## config.mk

```make
export PLATFORM = sky130hd
export DESIGN_NAME = group_bandwidth_token_limiter
export DESIGN_NICKNAME = d
export VERILOG_FILES = /design/src/token_limiter_pkg.sv /design/src/token_cfg_mem.sv /design/src/group_bandwidth_token_limiter.sv
export SDC_FILE = /design/constraint.sdc
export NUM_CORES = 1
export LEC_CHECK = 0
export ABC_AREA = 1
export BUFFER_PORTS_ARGS = -buffer_cell sky130_fd_sc_hd__buf_4
export CAP_MARGIN = 20
export CORE_ASPECT_RATIO = 1.1
export CORE_MARGIN = 1.5
export CORE_UTILIZATION = 35
export CTS_CLUSTER_DIAMETER = 60
export CTS_CLUSTER_SIZE = 40
export DETAILED_ROUTE_END_ITERATION = 12
export HOLD_SLACK_MARGIN = 0.03
export MAX_ROUTING_LAYER = met4
export SKIP_LAST_GASP = 1
export SLEW_MARGIN = 10
export SYNTH_ARGS = -nofsm -noshare
export SYNTH_HDL_FRONTEND = slang
export SYNTH_SLANG_ARGS = --single-unit
```

## constraint.sdc

```tcl
create_clock -name mclk_i -period 17.7 [get_ports mclk_i]
set_clock_uncertainty 0.15 [all_clocks]
set_input_delay 1.77 -clock mclk_i [delete_from_list [all_inputs] [get_ports mclk_i]]
set_output_delay 1.77 -clock mclk_i [all_outputs]
set_load 0.01 [all_outputs]
```

## src/token_limiter_pkg.sv

```systemverilog
package token_limiter_pkg;

  // Group table layout
  localparam int unsigned GROUP_STRIDE = 64;
  localparam int unsigned TOKEN_CFG_OFFSET = 40;
  localparam int unsigned ADDR_W = 16;

  // Field positions inside the token configuration word
  localparam int unsigned ALLOWED_LSB = 20;
  localparam int unsigned ALLOWED_MSB = 27;
  localparam int unsigned RESERVED_LSB = 8;
  localparam int unsigned RESERVED_MSB = 15;
  localparam int unsigned TOKEN_W = 8;

  typedef logic [TOKEN_W-1:0] token_t;

  typedef struct packed {
    logic wr;
    logic rd;
    logic [ADDR_W-1:0] addr;
    logic [31:0] wdata;
  } reg_req_s;

  typedef struct packed {
    logic bw_tokens_supported;
    logic config_supported;
    token_t total_tokens;
  } caps_s;

endpackage : token_limiter_pkg

```

## src/token_cfg_mem.sv

```systemverilog
module token_cfg_mem
  import token_limiter_pkg::*;
#(
  parameter int unsigned DEPTH = 4,
  parameter int unsigned IDX_W = 2
) (
  input wire logic mclk_i,
  input wire logic we_i,
  input wire logic [IDX_W-1:0] widx_i,
  input wire logic [31:0] wdata_i,
  input wire logic [IDX_W-1:0] ridx_i,
  output logic [31:0] rdata_o
);

  logic [31:0] mem [DEPTH];

  always_ff @(posedge mclk_i) begin
    if (we_i) begin
      mem[widx_i] <= wdata_i;
    end
    rdata_o <= mem[ridx_i];
  end

endmodule : token_cfg_mem

```

## src/group_bandwidth_token_limiter.sv

```systemverilog
module group_bandwidth_token_limiter
  import token_limiter_pkg::*;
#(
  parameter int unsigned NUM_GROUPS = 4,
  parameter int unsigned NUM_ENGINES = 4,
  parameter int unsigned GRP_W = 2,
  parameter logic [ADDR_W-1:0] TABLE_BASE = 16'h0400
) (
  input wire logic mclk_i,
  input wire logic rst_i,
  input wire reg_req_s req_i,
  input wire caps_s caps_i,
  input wire logic device_enabled_i,
  input wire logic [NUM_ENGINES*GRP_W-1:0] engine_group_i,
  input wire logic [NUM_ENGINES-1:0] take_req_i,
  input wire logic [NUM_ENGINES-1:0] give_back_i,
  output logic [NUM_ENGINES-1:0] take_grant_o,
  output logic [31:0] rdata_o,
  output logic rvalid_o,
  output logic [NUM_GROUPS*TOKEN_W-1:0] in_use_o
);

  // Elaboration-time guard on the group and engine counts
  if (GRP_W == 0 || NUM_GROUPS == 0 || NUM_ENGINES == 0
      || NUM_GROUPS > (1 << GRP_W)) begin : g_param_check
    $error("group_bandwidth_token_limiter: bad parameters");
  end

  ////////////////////////////////////////////////////////////////////////////
  // Address decode

  function automatic logic [ADDR_W-1:0] word_addr(input int unsigned g);
    word_addr = ADDR_W'(TABLE_BASE + g * GROUP_STRIDE + TOKEN_CFG_OFFSET);
  endfunction : word_addr

  logic hit;
  logic [GRP_W-1:0] hit_idx;

  always_comb begin
    hit = 1'b0;
    hit_idx = '0;
    for (int g = 0; g < NUM_GROUPS; g++) begin
      if (req_i.addr == word_addr(g)) begin
        hit = 1'b1;
        hit_idx = GRP_W'(g);
      end
    end
  end

  ////////////////////////////////////////////////////////////////////////////
  // Configuration fields, kept in flops for the limiter

  token_t allowed [NUM_GROUPS];
  token_t reserved [NUM_GROUPS];
  token_t next_allowed [NUM_GROUPS];
  token_t next_reserved [NUM_GROUPS];
  logic cfg_we;

  // Writes are silently dropped while locked
  assign cfg_we = req_i.wr && hit && !device_enabled_i && caps_i.config_supported
                  && caps_i.bw_tokens_supported;

  always_comb begin
    for (int g = 0; g < NUM_GROUPS; g++) begin
      next_allowed[g] = allowed[g];
      next_reserved[g] = reserved[g];
      if (rst_i) begin
        next_allowed[g] = caps_i.total_tokens;
        next_reserved[g] = '0;
      end else if (cfg_we && hit_idx == GRP_W'(g)) begin
        next_allowed[g] = req_i.wdata[ALLOWED_MSB:ALLOWED_LSB];
        next_reserved[g] = req_i.wdata[RESERVED_MSB:RESERVED_LSB];
      end
    end
  end

  always_ff @(posedge mclk_i) begin
    allowed <= next_allowed;
    reserved <= next_reserved;
  end

  ////////////////////////////////////////////////////////////////////////////
  // Shadow memory for read-back

  function automatic logic [31:0] pack_word(input token_t a, input token_t r);
    pack_word = '0;
    pack_word[ALLOWED_MSB:ALLOWED_LSB] = a;
    pack_word[RESERVED_MSB:RESERVED_LSB] = r;
  endfunction : pack_word

  logic mem_we;
  logic [GRP_W-1:0] mem_widx;
  logic [31:0] mem_wdata;
  logic [31:0] mem_rdata;
  logic [GRP_W-1:0] init_idx;
  logic [GRP_W-1:0] next_init_idx;
  logic init_busy;
  logic next_init_busy;

  // Reset value sweep through the memory after reset
  always_comb begin
    next_init_idx = init_idx;
    next_init_busy = init_busy;
    if (rst_i) begin
      next_init_idx = '0;
      next_init_busy = 1'b1;
    end else if (init_busy) begin
      next_init_idx = GRP_W'(init_idx + 1'b1);
      if (32'(init_idx) == NUM_GROUPS - 1) begin
        next_init_busy = 1'b0;
      end
    end
  end

  always_ff @(posedge mclk_i) begin
    init_idx <= next_init_idx;
    init_busy <= next_init_busy;
  end

  always_comb begin
    mem_we = 1'b0;
    mem_widx = hit_idx;
    mem_wdata = '0;
    if (init_busy) begin
      mem_we = 1'b1;
      mem_widx = init_idx;
      mem_wdata = pack_word(caps_i.total_tokens, '0);
    end else if (cfg_we) begin
      mem_we = 1'b1;
      mem_wdata = pack_word(req_i.wdata[ALLOWED_MSB:ALLOWED_LSB],
                            req_i.wdata[RESERVED_MSB:RESERVED_LSB]);
    end
  end

  token_cfg_mem #(
    .DEPTH(NUM_GROUPS),
    .IDX_W(GRP_W)
  ) u_mem (
    .mclk_i(mclk_i),
    .we_i(mem_we),
    .widx_i(mem_widx),
    .wdata_i(mem_wdata),
    .ridx_i(hit_idx),
    .rdata_o(mem_rdata)
  );

  ////////////////////////////////////////////////////////////////////////////
  // Read answer, two cycles after the request

  logic rd_d;
  logic rd_hit_d;
  logic next_rvalid;
  logic [31:0] next_rdata;

  always_comb begin
    next_rvalid = rd_d && !rst_i;
    next_rdata = rd_hit_d ? mem_rdata : '0;
    if (rst_i) begin
      next_rdata = '0;
    end
  end

  always_ff @(posedge mclk_i) begin
    rd_d <= req_i.rd && !rst_i;
    rd_hit_d <= req_i.rd && hit && !rst_i;
    rvalid_o <= next_rvalid;
    rdata_o <= next_rdata;
  end

  ////////////////////////////////////////////////////////////////////////////
  // Token accounting

  token_t used [NUM_GROUPS];
  token_t next_used [NUM_GROUPS];
  logic [NUM_ENGINES-1:0] next_grant;

  function automatic logic [GRP_W-1:0] grp_of(input logic [NUM_ENGINES*GRP_W-1:0] map,
                                               input int unsigned e);
    grp_of = map[e*GRP_W +: GRP_W];
  endfunction : grp_of

  always_comb begin
    int unsigned gi;
    gi = 0;
    next_used = used;
    next_grant = '0;
    for (int e = 0; e < NUM_ENGINES; e++) begin
      gi = 32'(grp_of(engine_group_i, e));
      // Unmapped group indices carry no budget
      if (give_back_i[e] && take_grant_o[e] == 1'b0 && gi < NUM_GROUPS
          && next_used[gi] != '0) begin
        next_used[gi] = token_t'(next_used[gi] - 1'b1);
      end
    end
    for (int e = 0; e < NUM_ENGINES; e++) begin
      gi = 32'(grp_of(engine_group_i, e));
      if (take_req_i[e] && gi < NUM_GROUPS) begin
        if (!caps_i.bw_tokens_supported) begin
          next_grant[e] = 1'b1;
        end else if (next_used[gi] < allowed[gi]) begin
          next_grant[e] = 1'b1;
          next_used[gi] = token_t'(next_used[gi] + 1'b1);
        end
      end
    end
    if (rst_i) begin
      next_grant = '0;
      for (int g = 0; g < NUM_GROUPS; g++) begin
        next_used[g] = '0;
      end
    end
  end

  always_ff @(posedge mclk_i) begin
    used <= next_used;
    take_grant_o <= next_grant;
    for (int g = 0; g < NUM_GROUPS; g++) begin
      in_use_o[g*TOKEN_W +: TOKEN_W] <= next_used[g];
    end
  end

endmodule : group_bandwidth_token_limiter

```

=== After elaboration in Yosys (flattened, before gate mapping) ===
Memory sizes are Yosys's and may differ from the RTL's. A register that Yosys moved wholly into a read port is not among the register bits.
Index checks and enable logic that the tools add are counted.

* RAM bits: 112
* Word-level logic and storage cells: 204
* Memories: 1
* Output and inout bits: 69
* Register bits after elaboration: 170
* Input bits: 79

* Add/subtract/negate cells: 9
* Muxes and demuxes: 101
* Reduce and logical (&&, ||, !) cells: 40
* Magnitude comparators: 12
* Equal/unequal tests: 8
* Bitwise logic cells: 13

{| class="wikitable"
|+ Memory list
! name !! words !! bits a word !! read ports !! clocked after Yosys merged registers in !! write ports !! line !! text
|-
| u_mem.mem || 4 || 28 || 1 || 1 || 1 || token_cfg_mem.sv:15 || <nowiki>logic [31:0] mem [DEPTH];</nowiki>
|}

{| class="wikitable"
|+ Operators with widths
! kind !! number
|-
| 32-bit 2-to-1 mux || 17
|-
| 8-bit 2-to-1 mux || 36
|-
| 32-bit bitwise mux || 8
|-
| 8-bit binary-select mux with 2-bit select || 12
|-
| 33-bit by 3-bit >= comparator with 1-bit output, second input constant || 4
|-
| 33-bit by 1-bit less-than comparator with 1-bit output, second input constant || 4
|-
| 2-bit NOT with 33-bit output || 4
|-
| 8-bit demux with 2-bit select || 4
|-
| 16-bit by 11-bit equality test with 1-bit output, second input constant || 4
|-
| 28-bit 2-to-1 mux || 2
|-
| 8-bit by 1-bit adder with 8-bit output, second input constant || 4
|-
| 8-bit less-than comparator || 4
|-
| 8-bit nonzero test || 4
|-
| 8-bit by 1-bit subtractor with 8-bit output, second input constant || 4
|-
| 1-bit logical AND || 24
|-
| 1-bit 2-to-1 mux || 19
|-
| 2-bit OR reduction || 5
|-
| 1-bit NOT || 9
|-
| 2-bit nonzero test || 4
|-
| 2-bit equality test, second input constant || 3
|-
| 2-bit 2-to-1 mux || 3
|-
| 2-bit by 1-bit adder with 2-bit output, second input constant || 1
|-
| 2-bit by 1-bit equality test with 1-bit output, second input constant || 1
|-
| 1-bit zero test || 2
|-
| 2-bit zero test || 1
|}

=== Longest topological paths before layout ===
Gate-level depths: netlist of run 1.

* Depth after elaboration: 58
* Depth in mapped cells: 108
* Mapped depth without buffers: 101

=== Modules after synthesis ===
A second synthesis of run 1 with hierarchy kept.

* Cell total of the unflattened synthesis: 2672
* Area, all modules: 18376.4 um^2

{| class="wikitable"
|+ By module, submodules not included
! module !! cells an instance !! sequential area each (um^2) !! instances !! area an instance (um^2)
|-
| group_bandwidth_token_limiter || 2131 || 2442.3 || 1 || 12298.0
|-
| token_cfg_mem || 541 || 4484.3 || 1 || 6078.3
|}

=== Worst setup path after synthesis of run 1 ===
No wires, ideal clock.

* Kind: input to register
* Start point: input port engine_group_i[0]
* End point: register used[28] (netlist name)
* Setup slack: 3.634 ns
* Setup time: 0.114 ns
* Data required time: 17.436 ns
* Path buffers: 9
* Arrival: 13.802 ns
* Stages: 92
* Path through: buf_4 -> buf_6 -> nand3_1 -> nand2_1 -> nor2_1 -> ha_1 -> nand2_1 -> nor2_1 -> nand2_2 -> buf_8 -> buf_6 -> nand3_1 -> nand2_1 -> nand2_1 -> nand2_1 -> nor2_1 -> ha_1 -> inv_1 -> (+56 left out) -> a21oi_1 -> o21a_1 -> nand3_2 -> clkinv_1 -> buf_2 -> nand2_1 -> nand2_1 -> nand2_1 -> nand4_2 -> inv_1 -> ha_1 -> a21oi_1 -> nor2_1 -> a211oi_1 -> nand4_2 -> buf_2 -> o21bai_1 -> nor2_1

* Cells in the longest elaborated chain, start to end: 58
* Elaborated cells on any way between the ends: 78
* Those cells by class: add/sub (8); order compare (6); mux (54); bitwise (1); reduce/logical (9)

{| class="wikitable"
|+ RTL lines
! element !! line !! text
|-
| start, declared || group_bandwidth_token_limiter.sv:14 || <nowiki>input wire logic [NUM_ENGINES*GRP_W-1:0] engine_group_i,</nowiki>
|-
| 2-bit NOT with 33-bit output (not written as such) (*) || -- ||
|-
| 33-bit by 3-bit >= comparator with 1-bit output (not written as such), or another cell as far along || group_bandwidth_token_limiter.sv:192, group_bandwidth_token_limiter.sv:202 ||
|-
| 1-bit logical AND (not written as such) / 8-bit 2-to-1 mux (equally long branches) || group_bandwidth_token_limiter.sv:192, group_bandwidth_token_limiter.sv:202, group_bandwidth_token_limiter.sv:191 ||
|-
| 8-bit 2-to-1 mux (on tied branches) || group_bandwidth_token_limiter.sv:192, group_bandwidth_token_limiter.sv:202, group_bandwidth_token_limiter.sv:191 ||
|-
| 8-bit demux with 2-bit select, or another cell as far along || group_bandwidth_token_limiter.sv:192, group_bandwidth_token_limiter.sv:202 ||
|-
| 32-bit bitwise mux / 1-bit logical AND (equally long branches) || group_bandwidth_token_limiter.sv:192, group_bandwidth_token_limiter.sv:191 ||
|-
| 32-bit 2-to-1 mux || group_bandwidth_token_limiter.sv:190 || <nowiki>if (give_back_i[e] && take_grant_o[e] == 1'b0 && gi < NUM_GROUPS</nowiki>
|-
| 8-bit binary-select mux with 2-bit select || group_bandwidth_token_limiter.sv:191, group_bandwidth_token_limiter.sv:192 ||
|-
| (+41 left out) || -- ||
|-
| 8-bit binary-select mux with 2-bit select || group_bandwidth_token_limiter.sv:200, group_bandwidth_token_limiter.sv:202 ||
|-
| 8-bit 2-to-1 mux (not written as such) (2 in series) || group_bandwidth_token_limiter.sv:200, group_bandwidth_token_limiter.sv:202 ||
|-
| 8-bit by 1-bit adder with 8-bit output || group_bandwidth_token_limiter.sv:202 || <nowiki>next_used[gi] = token_t'(next_used[gi] + 1'b1);</nowiki>
|-
| 32-bit bitwise mux || group_bandwidth_token_limiter.sv:202 ||
|-
| 32-bit 2-to-1 mux || group_bandwidth_token_limiter.sv:200 || <nowiki>end else if (next_used[gi] < allowed[gi]) begin</nowiki>
|-
| 32-bit 2-to-1 mux || group_bandwidth_token_limiter.sv:198 || <nowiki>if (!caps_i.bw_tokens_supported) begin</nowiki>
|-
| 32-bit 2-to-1 mux (*) || group_bandwidth_token_limiter.sv:197 || <nowiki>if (take_req_i[e] && gi < NUM_GROUPS) begin</nowiki>
|-
| 32-bit 2-to-1 mux (*) || group_bandwidth_token_limiter.sv:206 || <nowiki>if (rst_i) begin</nowiki>
|-
| end signal, assigned || group_bandwidth_token_limiter.sv:215 || <nowiki>used <= next_used;</nowiki>
|-
| end, declared || group_bandwidth_token_limiter.sv:173 || <nowiki>token_t used [NUM_GROUPS];</nowiki>
|}

Every way passes the cells marked *; elsewhere a longest branch is shown, timed or not. The select of a mux whose other input is x is not followed.
A chain may end at the register's enable or synchronous reset.

=== Final worst setup path of run 1 ===
* Start point: input port engine_group_i[1]
* End point: register in_use_o[15]

* Cells in the longest elaborated chain, start to end: 58
* Elaborated cells on any way between the ends: 78
* Those cells by class: add/sub (8); order compare (6); mux (54); bitwise (1); reduce/logical (9)

{| class="wikitable"
|+ RTL lines
! element !! line !! text
|-
| 2-bit NOT with 33-bit output (not written as such) (*) || -- ||
|-
| 33-bit by 3-bit >= comparator with 1-bit output (not written as such), or another cell as far along || group_bandwidth_token_limiter.sv:192, group_bandwidth_token_limiter.sv:202 ||
|-
| 1-bit logical AND (not written as such) / 8-bit 2-to-1 mux (equally long branches) || group_bandwidth_token_limiter.sv:192, group_bandwidth_token_limiter.sv:202, group_bandwidth_token_limiter.sv:191 ||
|-
| 8-bit 2-to-1 mux (on tied branches) || group_bandwidth_token_limiter.sv:192, group_bandwidth_token_limiter.sv:202, group_bandwidth_token_limiter.sv:191 ||
|-
| 8-bit demux with 2-bit select, or another cell as far along || group_bandwidth_token_limiter.sv:192, group_bandwidth_token_limiter.sv:202 ||
|-
| 32-bit bitwise mux / 1-bit logical AND (equally long branches) || group_bandwidth_token_limiter.sv:192, group_bandwidth_token_limiter.sv:191 ||
|-
| 32-bit 2-to-1 mux || group_bandwidth_token_limiter.sv:190 ||
|-
| 8-bit binary-select mux with 2-bit select || group_bandwidth_token_limiter.sv:191, group_bandwidth_token_limiter.sv:192 ||
|-
| (+41 left out) || -- ||
|-
| 8-bit binary-select mux with 2-bit select || group_bandwidth_token_limiter.sv:200, group_bandwidth_token_limiter.sv:202 ||
|-
| 8-bit 2-to-1 mux (not written as such) (2 in series) || group_bandwidth_token_limiter.sv:200, group_bandwidth_token_limiter.sv:202 ||
|-
| 8-bit by 1-bit adder with 8-bit output || group_bandwidth_token_limiter.sv:202 ||
|-
| 32-bit bitwise mux || group_bandwidth_token_limiter.sv:202 ||
|-
| 32-bit 2-to-1 mux || group_bandwidth_token_limiter.sv:200 ||
|-
| 32-bit 2-to-1 mux || group_bandwidth_token_limiter.sv:198 ||
|-
| 32-bit 2-to-1 mux (*) || group_bandwidth_token_limiter.sv:197 ||
|-
| 32-bit 2-to-1 mux (*) || group_bandwidth_token_limiter.sv:206 ||
|-
| end signal, assigned by index || group_bandwidth_token_limiter.sv:218 || <nowiki>in_use_o[g*TOKEN_W +: TOKEN_W] <= next_used[g];</nowiki>
|-
| end, declared || group_bandwidth_token_limiter.sv:20 || <nowiki>output logic [NUM_GROUPS*TOKEN_W-1:0] in_use_o</nowiki>
|}

Marks and branches as above.

==> out/metrics.cfg, run 1 <==
[run_status]
status = complete, no violations

[routing]
routed_wl_mm = 57.4
wire_per_inst_um = 19.2
route.detailed.drc = 0
vias_per_cell = 5.29
detail-route-antenna-nets = 0
drt_first_pass_iters = 5
initialDrtViolationCount = 1341
vias = 15800

[clock_network]
tritoncts = yes
ctsHoldBuffers = 0
cts.sinks = 170
clk_latency_ps = 440
root_buffer = clkbuf_16
htree_num_levels = 4
cts_setup_buffers = 0
cts_buffers = 17
postCtsResizedCells = 0
cts_buffer_depth = 2
path_clk_slew_ps = 70

[synthesis]
synth_enable_flop_cells = 96
postSynthAreaPerCell_um2 = 6.39
yosys.area.top_type = nand2_1
synth_largest_type_area_fraction_pct = 21.9
yosys-top-cells-count = 868 x nand2_1, 247 x inv_1, 223 x nand3_1
synthTopCellsByArea = nand2_1 22%, edfxtp_1 19%, dfxtp_1 10%
synthArstFlopShare_pct = 0
synthesis.area_um2 = 14900
synthCells = 2325
ys_seq_elements = 170
ys_types = 61
synth_most_common_cell = nand2_1
ys.warnings.count = 0
synthFlopType = edfxtp_1
synth_seq_area_share_pct = 29.4

[critical_path]
criticalPathCategory = in2reg
cp_data_arrival_time_ps = 16310
cp_max_fo = 23
crit_top_cell = nand2_1
cp_slowest_cell = o21ai_0
crit_path_start_kind = input pin
cp-end-kind = flip-flop
slowest_delay_ps = 440
worstPathRequired_ps = 17920

[power]
leakagePower_nw = 8.44
peakVddDrop_v = 0.0000710
power.share.switching_pct = 50.3
p_int_w = 0.00111
comb_power_share_pct = 58.1
finalPower_w = 0.00223
p_seq_share_pct = 24.8
powerDensity_nw_per_um2 = 132
clkPwrFrac_pct = 17.1
power_switching_w = 0.00112

[grt]
overflow = 0
grt_usage_pct = 27.2
grt_pass1_wl_mm = 87.2
antenna_found_initial = 0
grt_pass1_vias = 15000
grt_max_degree = 34

[floorplanning]
start_util_pct = 35.7
io_pins = 148
core_um2 = 41600
rows = 78
dieArea_um2 = 43700
chipHeight_um = 219
die_x_um = 199

[timing]
relSlewSlack_pct = 32.4
slew_violations = 0
period_needed_ps = 16080
hold_viol_final = 0
fmaxAchievable_ghz = 0.0622
setup_tns_ps = 0
rsz0062_at_grt = no
worstMarginPinSlew_ps = 1000
period_share_pct = 90.9
finalSetupViolCount = 0

[layout]
area_growth_pct = 13.4
fillers = 4433
diodes = 0
drive_gt1_share_pct = 12.9
nets = 2542

[run]
drv_cap = 0

[placed_design]
dp_hpwl_mm = 44.8
gp_congestion = 0.991
portBuffers = 115

[hold_path]
hp-class = reg2reg

## placed cells by master (no fill, tap or decap), types with 10 or more instances in the layout
| master | count |
|---|---|
| a21oi_1 | 25 |
| a22oi_1 | 24 |
| buf_4 | 155 |
| clkbuf_16 | 17 |
| clkinv_1 | 11 |
| conb_1 | 16 |
| dfxtp_1 | 74 |
| edfxtp_1 | 96 |
| ha_1 | 40 |
| inv_1 | 247 |
| inv_2 | 24 |
| nand2_1 | 868 |
| nand2_2 | 15 |
| nand3_1 | 223 |
| nand3_2 | 13 |
| nand4_1 | 42 |
| nor2_1 | 175 |
| nor2_2 | 23 |
| nor2_4 | 11 |
| nor3_1 | 10 |
| o2111ai_1 | 15 |
| o21a_1 | 18 |
| o21ai_0 | 93 |
| o21ai_1 | 32 |
| o221ai_1 | 29 |
| o22ai_1 | 14 |
| or2_2 | 12 |
| xor2_1 | 19 |
## logic make-up (layout without fill, tap and decap cells)
kind of cell	count (synthesis)	count (layout)	share of synthesized area [%]
xor gates and xnor gates	27	27	1.59
muxes	1	1	0.0674
adders and majority gates	40	40	3.37
AOI/OAI and AO/OA	277	277	11.9
other	1	16	0.0252
buffers and inverters	373	469	10.8
DFF	170	170	29.4
and+or+nand+nor	1436	1436	42.9
## cell type report
cell class                 count  area [um2]  share of cell area, %
multi-input combinational   1797        8970                   53.2
sequential                   170        4360                   25.9
timing repair buffer         156        1170                   6.94
inverter                     281        1050                   6.26
tap                          560         701                   4.16
clock buffer                  18         429                   2.55
clock inverter                14         161                  0.958
## worst max-delay path: cells and delay by family
kind | cells | cell delay, ps
AO/OA/AOI/OAI | 12 | 2770
buffers and inverters | 19 | 3200
AND/OR/NAND/NOR | 54 | 6670
adder cells (fa/ha/maj) | 7 | 1810
## sequential cells by signal (all words and copies together) (netlist names), 2 cells and up
name,count
init_idx,2
take_grant_o,4
rdata_o,16
used,28
u_mem.mem,64
u_mem.rdata_o,16
in_use_o,4
allowed,32
## per-stage QoR
step / area (um2) / instances / hold WS [ps] / setup slack, ps / util (%)
after global routing: 16800 / 2996 / 282 / 378 / 40.5
after CTS: 16800 / 2996 / 262 / 1970 / 40.5
after global placement: 16300 / 2963 / 253 / 1660 / 39.1
after detailed placement: 16300 / 2964 / 253 / 1570 / 39.1
after floorplan: 14900 / 2340 / 238 / 3630 / -
final: 16800 / 2996 / 258 / 1620 / 40.5
## metal layers
| layer | up-vias | share of wire [%] | track usage (%) | wire (um) |
|---|---|---|---|---|
| met5 | - | 0 | - | 0 |
| met4 | 0 | 4.7 | 12.5 | 2680 |
| met3 | 147 | 5.1 | 3.00 | 2920 |
| met2 | 590 | 48 | 45.3 | 27500 |
| met1 | 7324 | 42 | 33.1 | 24300 |
| li1 | 7773 | - | - | - |
## power groups by stage
stage                     clock, W  sequential, W  combinational, W
final                     0.000381       0.000552           0.00129
after global routing      0.000399       0.000558           0.00143
after CTS                 0.000385       0.000550           0.00128
after detailed placement         0       0.000558           0.00127
after global placement           0       0.000558           0.00126
after floorplan                  0       0.000541          0.000876
## worst paths after layout
check	startpoint	to	slack (ps)	cells after the start
setup / recovery	engine_group_i[1]	in_use_o[15]	1620	92
hold / removal	u_mem.rdata_o[15]	rdata_o[15]	260	2
setup reg to reg	used[0]	in_use_o[15]	2990	90
hold reg to reg	u_mem.rdata_o[15]	rdata_o[15]	260	2
Power figures use the tool's default switching activity.
==> run 2: changes to the inputs <==
CELL_PAD_IN_SITES_DETAIL_PLACEMENT = 1   (was default)
CELL_PAD_IN_SITES_GLOBAL_PLACEMENT = 1   (was default)
PLACE_DENSITY_LB_ADDON = 0.1   (was default)
==> out/metrics.cfg, run 2 (synthesis results as in run 1) <==
[clock_network]
ctsHoldBuffers = 0
cts_buffers = 17
htree_num_levels = 4
cts.sinks = 170
cts_setup_buffers = 0
tritoncts = yes
root_buffer = clkbuf_16
cts_buffer_depth = 2
postCtsResizedCells = 0
path_clk_slew_ps = 70
clk_latency_ps = 460

[critical_path]
slowest_delay_ps = 500
worstPathRequired_ps = 17940
cp-end-kind = flip-flop
criticalPathCategory = in2reg
cp_slowest_cell = o21ai_0
crit_top_cell = nand2_1
cp_max_fo = 23
cp_data_arrival_time_ps = 16510
crit_path_start_kind = input pin

[power]
p_seq_share_pct = 24.1
comb_power_share_pct = 58.9
power_switching_w = 0.00117
leakagePower_nw = 8.57
p_int_w = 0.00112
clkPwrFrac_pct = 17.0
peakVddDrop_v = 0.000119
power.share.switching_pct = 51.2
finalPower_w = 0.00229
powerDensity_nw_per_um2 = 134

[placed_design]
gp_congestion = 0.927
portBuffers = 115
dp_hpwl_mm = 50.6
dp.cells = 2985

[grt]
grt_max_degree = 38
antenna_found_initial = 0
grt_usage_pct = 30.0
grt_pass1_vias = 16700
overflow = 0
grt_pass1_wl_mm = 94.9

[routing]
vias_per_cell = 5.33
drt_first_pass_iters = 4
detail-route-antenna-nets = 0
vias = 16100
wire_per_inst_um = 20.9
routed_wl_mm = 63.0
initialDrtViolationCount = 724
route.detailed.drc = 0

[timing]
setup_tns_ps = 0
relSlewSlack_pct = 31.0
rsz0062_at_grt = no
fmaxAchievable_ghz = 0.0615
slew_violations = 0
hold_viol_final = 0
period_share_pct = 91.9
worstMarginPinSlew_ps = 1030
period_needed_ps = 16270
finalSetupViolCount = 0

[floorplanning]
chipHeight_um = 219
rows = 78
dieArea_um2 = 43700
start_util_pct = 35.7
core_um2 = 41600
io_pins = 148
die_x_um = 199

[layout]
diodes = 0
regMostFlops = u_mem.mem
drive_gt1_share_pct = 14.0
area_growth_pct = 15.1
final_common_cell = nand2_1
largest_registers = u_mem.mem x64, allowed x32, used x28
layout.cells.non_filler = 3018
largest_reg_flops = 64
layout_common_cells = 868 x nand2_1, 247 x inv_1, 223 x nand3_1
nets = 2564

[run_status]
status = complete, no violations

[run]
drv_cap = 0

[hold_path]
hp-class = reg2reg

## run 2: changes by cell type in the layout (fill, tap and decap cells not counted), moves of 2 or more
cell	change
clkinv_8	+4
nor2_2	+2
nor2_4	+2
buf_4	+20
nor2_1	-4
buf_12	+2
## run 2: cell type report
| class | instances | area [um2] |
|---|---|---|
| Clock buffer | 17 | 425 |
| Clock inverter | 15 | 198 |
| Fill cell | 5525 | 24500 |
| Inverter | 281 | 1050 |
| Multi-Input combinational cell | 1797 | 8990 |
| Sequential cell | 170 | 4360 |
| Tap cell | 560 | 701 |
| Timing Repair Buffer | 178 | 1360 |
## run 2: per-stage QoR
step	setup slack [ps]	hold slack [ps]	instance area, um2	util (%)
finish	1430	264	17100	41.1
global route	142	285	17100	41.1
CTS	1650	269	17100	41.1
detailed placement	1250	258	16500	39.6
global placement	1710	247	16500	39.6
floorplan	3630	238	14900	-
## run 2: path summary, 6_finish.rpt
path                      from           to  slack, ps  cells past startpoint
max          engine_group_i[0]     used[17]       1430                     94
min reg2reg  u_mem.rdata_o[14]  rdata_o[14]        260                      2
min          u_mem.rdata_o[14]  rdata_o[14]        260                      2
max reg2reg           used[16]     used[17]       2900                     92
## run 2: critical path: cells and delay by family
family          cells  cell delay, ps
buf+inv            20            3580
fa+ha+maj           6            1530
compound gates     13            3090
simple gates       55            6500
## run 2: power by group through the flow
| stage | logic, W | registers [W] | clock network [W] |
|---|---|---|---|
| 2_1_floorplan | 0.000876 | 0.000541 | 0 |
| 3_3_place_gp | 0.00131 | 0.000558 | 0 |
| 3_5_place_dp | 0.00133 | 0.000559 | 0 |
| 4_1_cts | 0.00134 | 0.000551 | 0.000397 |
| 5_1_grt | 0.00149 | 0.000557 | 0.000412 |
| 6_report | 0.00135 | 0.000552 | 0.000389 |
## run 2: metal layers
layer	vias up	global-route usage [%]	part of all wire, %
li1	7818	-	-
met3	140	3.58	3.9
met2	390	53.7	51
met1	7729	33.0	41
met5	-	-	0
met4	0	14.1	4.3
==> run 3: changes to the inputs <==
ABC_AREA = default   (was 1)
CORE_UTILIZATION = 47   (was 35)
==> out/metrics.cfg, run 3 <==
[floorplanning]
io_pins = 148
start_util_pct = 47.8
rows = 73
die_x_um = 186
chipHeight_um = 205

[placed_design]
portBuffers = 115
dpl_worst_slack_ps = -2160
dp_hpwl_mm = 75.7
gp_congestion = 1.08

[clock_network]
htree_num_levels = 4
ctsHoldBuffers = 0
root_buffer = clkbuf_16
cts_buffers = 17
cts.sinks = 170
cts_buffer_depth = 2

[synthesis]
synth_largest_type_area_fraction_pct = 16.6
ys_seq_elements = 170
synthTopCellsByArea = edfxtp_1 17%, dfxtp_1 8.5%, mux4_2 7.0%
synth_most_common_cell = nor2_1
yosys-top-cells-count = 221 x nor2_1, 175 x nand2_1, 111 x mux2i_1
synthesis.area_um2 = 17400
ys_types = 118
ys.warnings.count = 0
yosys.area.top_type = edfxtp_1
synth_enable_flop_cells = 96
synthCells = 2017
synthArstFlopShare_pct = 0
synthFlopType = edfxtp_1
synth_seq_area_share_pct = 25.1
postSynthAreaPerCell_um2 = 8.62

[grt]
grt_max_degree = 56
grt_usage_pct = 82.4
grt_pass1_wl_mm = 230
grt_pass1_vias = 30900
overflow = 365

[run_status]
status = aborted with a tool error
firstError = [ERROR GRT-0116] Global routing finished with congestion. Check the congestion regions in the DRC Viewer.
stop_stage = global routing

run 3: changes by cell type after synthesis, sizes merged, moves of 30 or more:
cell	delta
clkbuf	+37
nand2	-714
nand4	-32
and2	+43
nor3	+43
inv	-204
o31ai	+30
a21oi	+75
o211ai	+36
a211oi	+39
mux4	+54
nand3	-183
mux2	+45
mux2i	+110
run 3: through the flow:
| stage | std cells | TNS, ps | area [um2] |
|---|---|---|---|
| 2_1_floorplan | 2032 | 0 | 17600 |
| 3_3_place_gp | 3092 | -35250 | 22900 |
| 3_5_place_dp | 3093 | -66570 | 22900 |
| 4_1_cts | 3210 | -293 | 25500 |
run 3: what timing repair did:
item	in CTS
endpoints found under the setup margin	33
pin swaps	104
buffers inserted	86
gates resized for setup	272
run 3: metal layers:
metal  GRT usage (%)  overflow
met1            80.6         7
met2            98.4       218
met3            64.4        10
met4            83.1       130
met5               -         -
run 3: logic make-up after synthesis:
kind of cell    count (synthesis)  synth area share (%)
fa+ha+maj                      40                  2.88
mux                           210                  16.3
xor+xnor                       53                  2.91
buf+inv                       206                  5.24
flops                         170                  25.1
compound gates                595                  25.6
simple gates                  742                  22.0
other cells                     1                0.0216
==> run 4: changes to the inputs <==
CELL_PAD_IN_SITES_DETAIL_PLACEMENT = default   (was 1)
CELL_PAD_IN_SITES_GLOBAL_PLACEMENT = default   (was 1)
CORE_ASPECT_RATIO = default   (was 1.1)
CORE_UTILIZATION = 38   (was 47)
CTS_CLUSTER_DIAMETER = default   (was 60)
CTS_CLUSTER_SIZE = default   (was 40)
HOLD_SLACK_MARGIN = default   (was 0.03)
MAX_ROUTING_LAYER = default   (was met4)
PLACE_DENSITY_LB_ADDON = 0.15   (was 0.1)
==> out/metrics.cfg, run 4 <==
[synthesis]
synthesis.area_um2 = 17400
synthCells = 2017
ys_types = 118
synth_most_common_cell = nor2_1
synth_largest_type_area_fraction_pct = 16.6
postSynthAreaPerCell_um2 = 8.62
synthArstFlopShare_pct = 0
synth_seq_area_share_pct = 25.1
yosys-top-cells-count = 221 x nor2_1, 175 x nand2_1, 111 x mux2i_1
ys_seq_elements = 170
synth_enable_flop_cells = 96
synthTopCellsByArea = edfxtp_1 17%, dfxtp_1 8.5%, mux4_2 7.0%
synthFlopType = edfxtp_1
ys.warnings.count = 0
yosys.area.top_type = edfxtp_1

[timing]
finalSetupViolCount = 0
fmaxAchievable_ghz = 0.0573
slew_violations = 0
period_needed_ps = 17450
worstMarginPinSlew_ps = 1100
period_share_pct = 98.6
hold_viol_final = 0
hold_ws_ps = 278
relSlewSlack_pct = 26.2

[grt]
antenna_found_initial = 1
grt_pass1_vias = 19200
overflow = 0
gr-usage-met1_pct = 45.0
grt_max_degree = 56
grt_usage_pct = 33.4
grt_pass1_wl_mm = 118
grt_use_met3_pct = 3.14
grt_use_met2_pct = 55.4
busiest_layer = met2

[layout]
regMostFlops = u_mem.mem
nets = 2842
area_growth_pct = 46.7
utilization_pct = 56.4
fillers = 4161
final_common_cell = buf_4
multi_input_area_um2 = 13400
layout_common_cells = 787 x buf_4, 206 x nor2_1, 168 x nand2_1
diodes = 0
seq_area_um2 = 4360
final_area_um2 = 25500
largest_registers = u_mem.mem x64, allowed x32, used x28
largest_reg_flops = 64
drive_gt1_share_pct = 44.9
layout.cells.non_filler = 3336

[placed_design]
placed_cell_area_um2 = 23300
portBuffers = 115
gp_congestion = 1.04
dp.cells = 3238
dp_hpwl_mm = 65.1

[routing]
vias_per_cell = 6.03
route.detailed.drc = 0
initialDrtViolationCount = 1925
vias = 20100
detail-route-antenna-nets = 0
wire_per_inst_um = 24.3
drt_first_pass_iters = 5
routed_wl_mm = 81.2

[critical_path]
cp_max_fo = 9
crit_top_cell = mux4_2
cp_data_arrival_time_ps = 17620
cp_slowest_cell = mux4_2
criticalPathCategory = in2reg
cp-end-kind = flip-flop
crit_path_start_kind = input pin
worst-path-buf-inv = 14
r2r_slack_ps = 1280
worstPathRequired_ps = 17870
slowest_delay_ps = 620
critical-path-top-delay-family = simple AND/OR/NAND/NOR gates

[floorplanning]
rows = 78
core_um2 = 45300
die_x_um = 217
start_util_pct = 38.4
io_pins = 148
dieArea_um2 = 47100
chipHeight_um = 217

[clock_network]
root_buffer = clkbuf_16
clk_latency_ps = 440
path_clk_slew_ps = 70
cts_buffers = 17
htree_num_levels = 4
tritoncts = yes
cts_buffer_depth = 2
cts.sinks = 170

[run_status]
status = complete, no violations

[run]
drv_cap = 0

[power]
peakVddDrop_v = 0.000121
finalPower_w = 0.00462
leakagePower_nw = 10.6
powerDensity_nw_per_um2 = 181

[hold_path]
hp-class = reg2reg

run 4: cell type report:
cell class / count / share of cell area, %
Clock buffer: 17 / 1.67
Clock inverter: 15 / 0.588
Inverter: 69 / 1.03
Multi-Input combinational cell: 1658 / 52.4
Sequential cell: 170 / 17.1
Tap cell: 600 / 2.94
Timing Repair Buffer: 807 / 24.3
run 4: through the flow:
stage                     TNS (ps)  worst slack (ps)
after floorplan                  0              29.1
after CTS                        0              3.89
after global routing         -2930              -171
after global placement      -33600             -1130
final                            0               248
after detailed placement    -37570             -1280
run 4: cell families after synthesis:
kind of cell,synth area share (%)
flip-flops,25.1
other,0.0216
AO/OA/AOI/OAI,25.6
buffers and inverters,5.24
multiplexers,16.3
AND/OR/NAND/NOR,22.0
adder cells (fa/ha/maj),2.88
XOR/XNOR,2.91
run 4: routing by layer:
metal  part of all wire [%]  up-vias  wire [um]
li1                       -     9199          -
met1                     41     9778      33500
met2                     47      973      38100
met3                    7.7      164       6280
met4                    4.1        0       3350
met5                      0        -          0
run 4: worst paths after layout:
| check | endpoint | start | cells past startpoint |
|---|---|---|---|
| max | in_use_o[15] | engine_group_i[0] | 74 |
| min reg2reg | rdata_o[27] | u_mem.rdata_o[27] | 1 |
| max reg2reg | in_use_o[15] | used[25] | 76 |
| min | rdata_o[27] | u_mem.rdata_o[27] | 1 |
run 4: report_power, final:
group	internal (W)	switching (W)
Combinational	0.00174	0.00194
Clock	0.000188	0.000174
Sequential	0.000499	0.0000740
run 4: repair_timing:
item	in CTS	in global routing
endpoints found under the setup margin	33	33
hold buffers	0	0
pin swaps	17	79
gates cloned	2	0
setup buffers	19	46
gates resized for setup	64	185
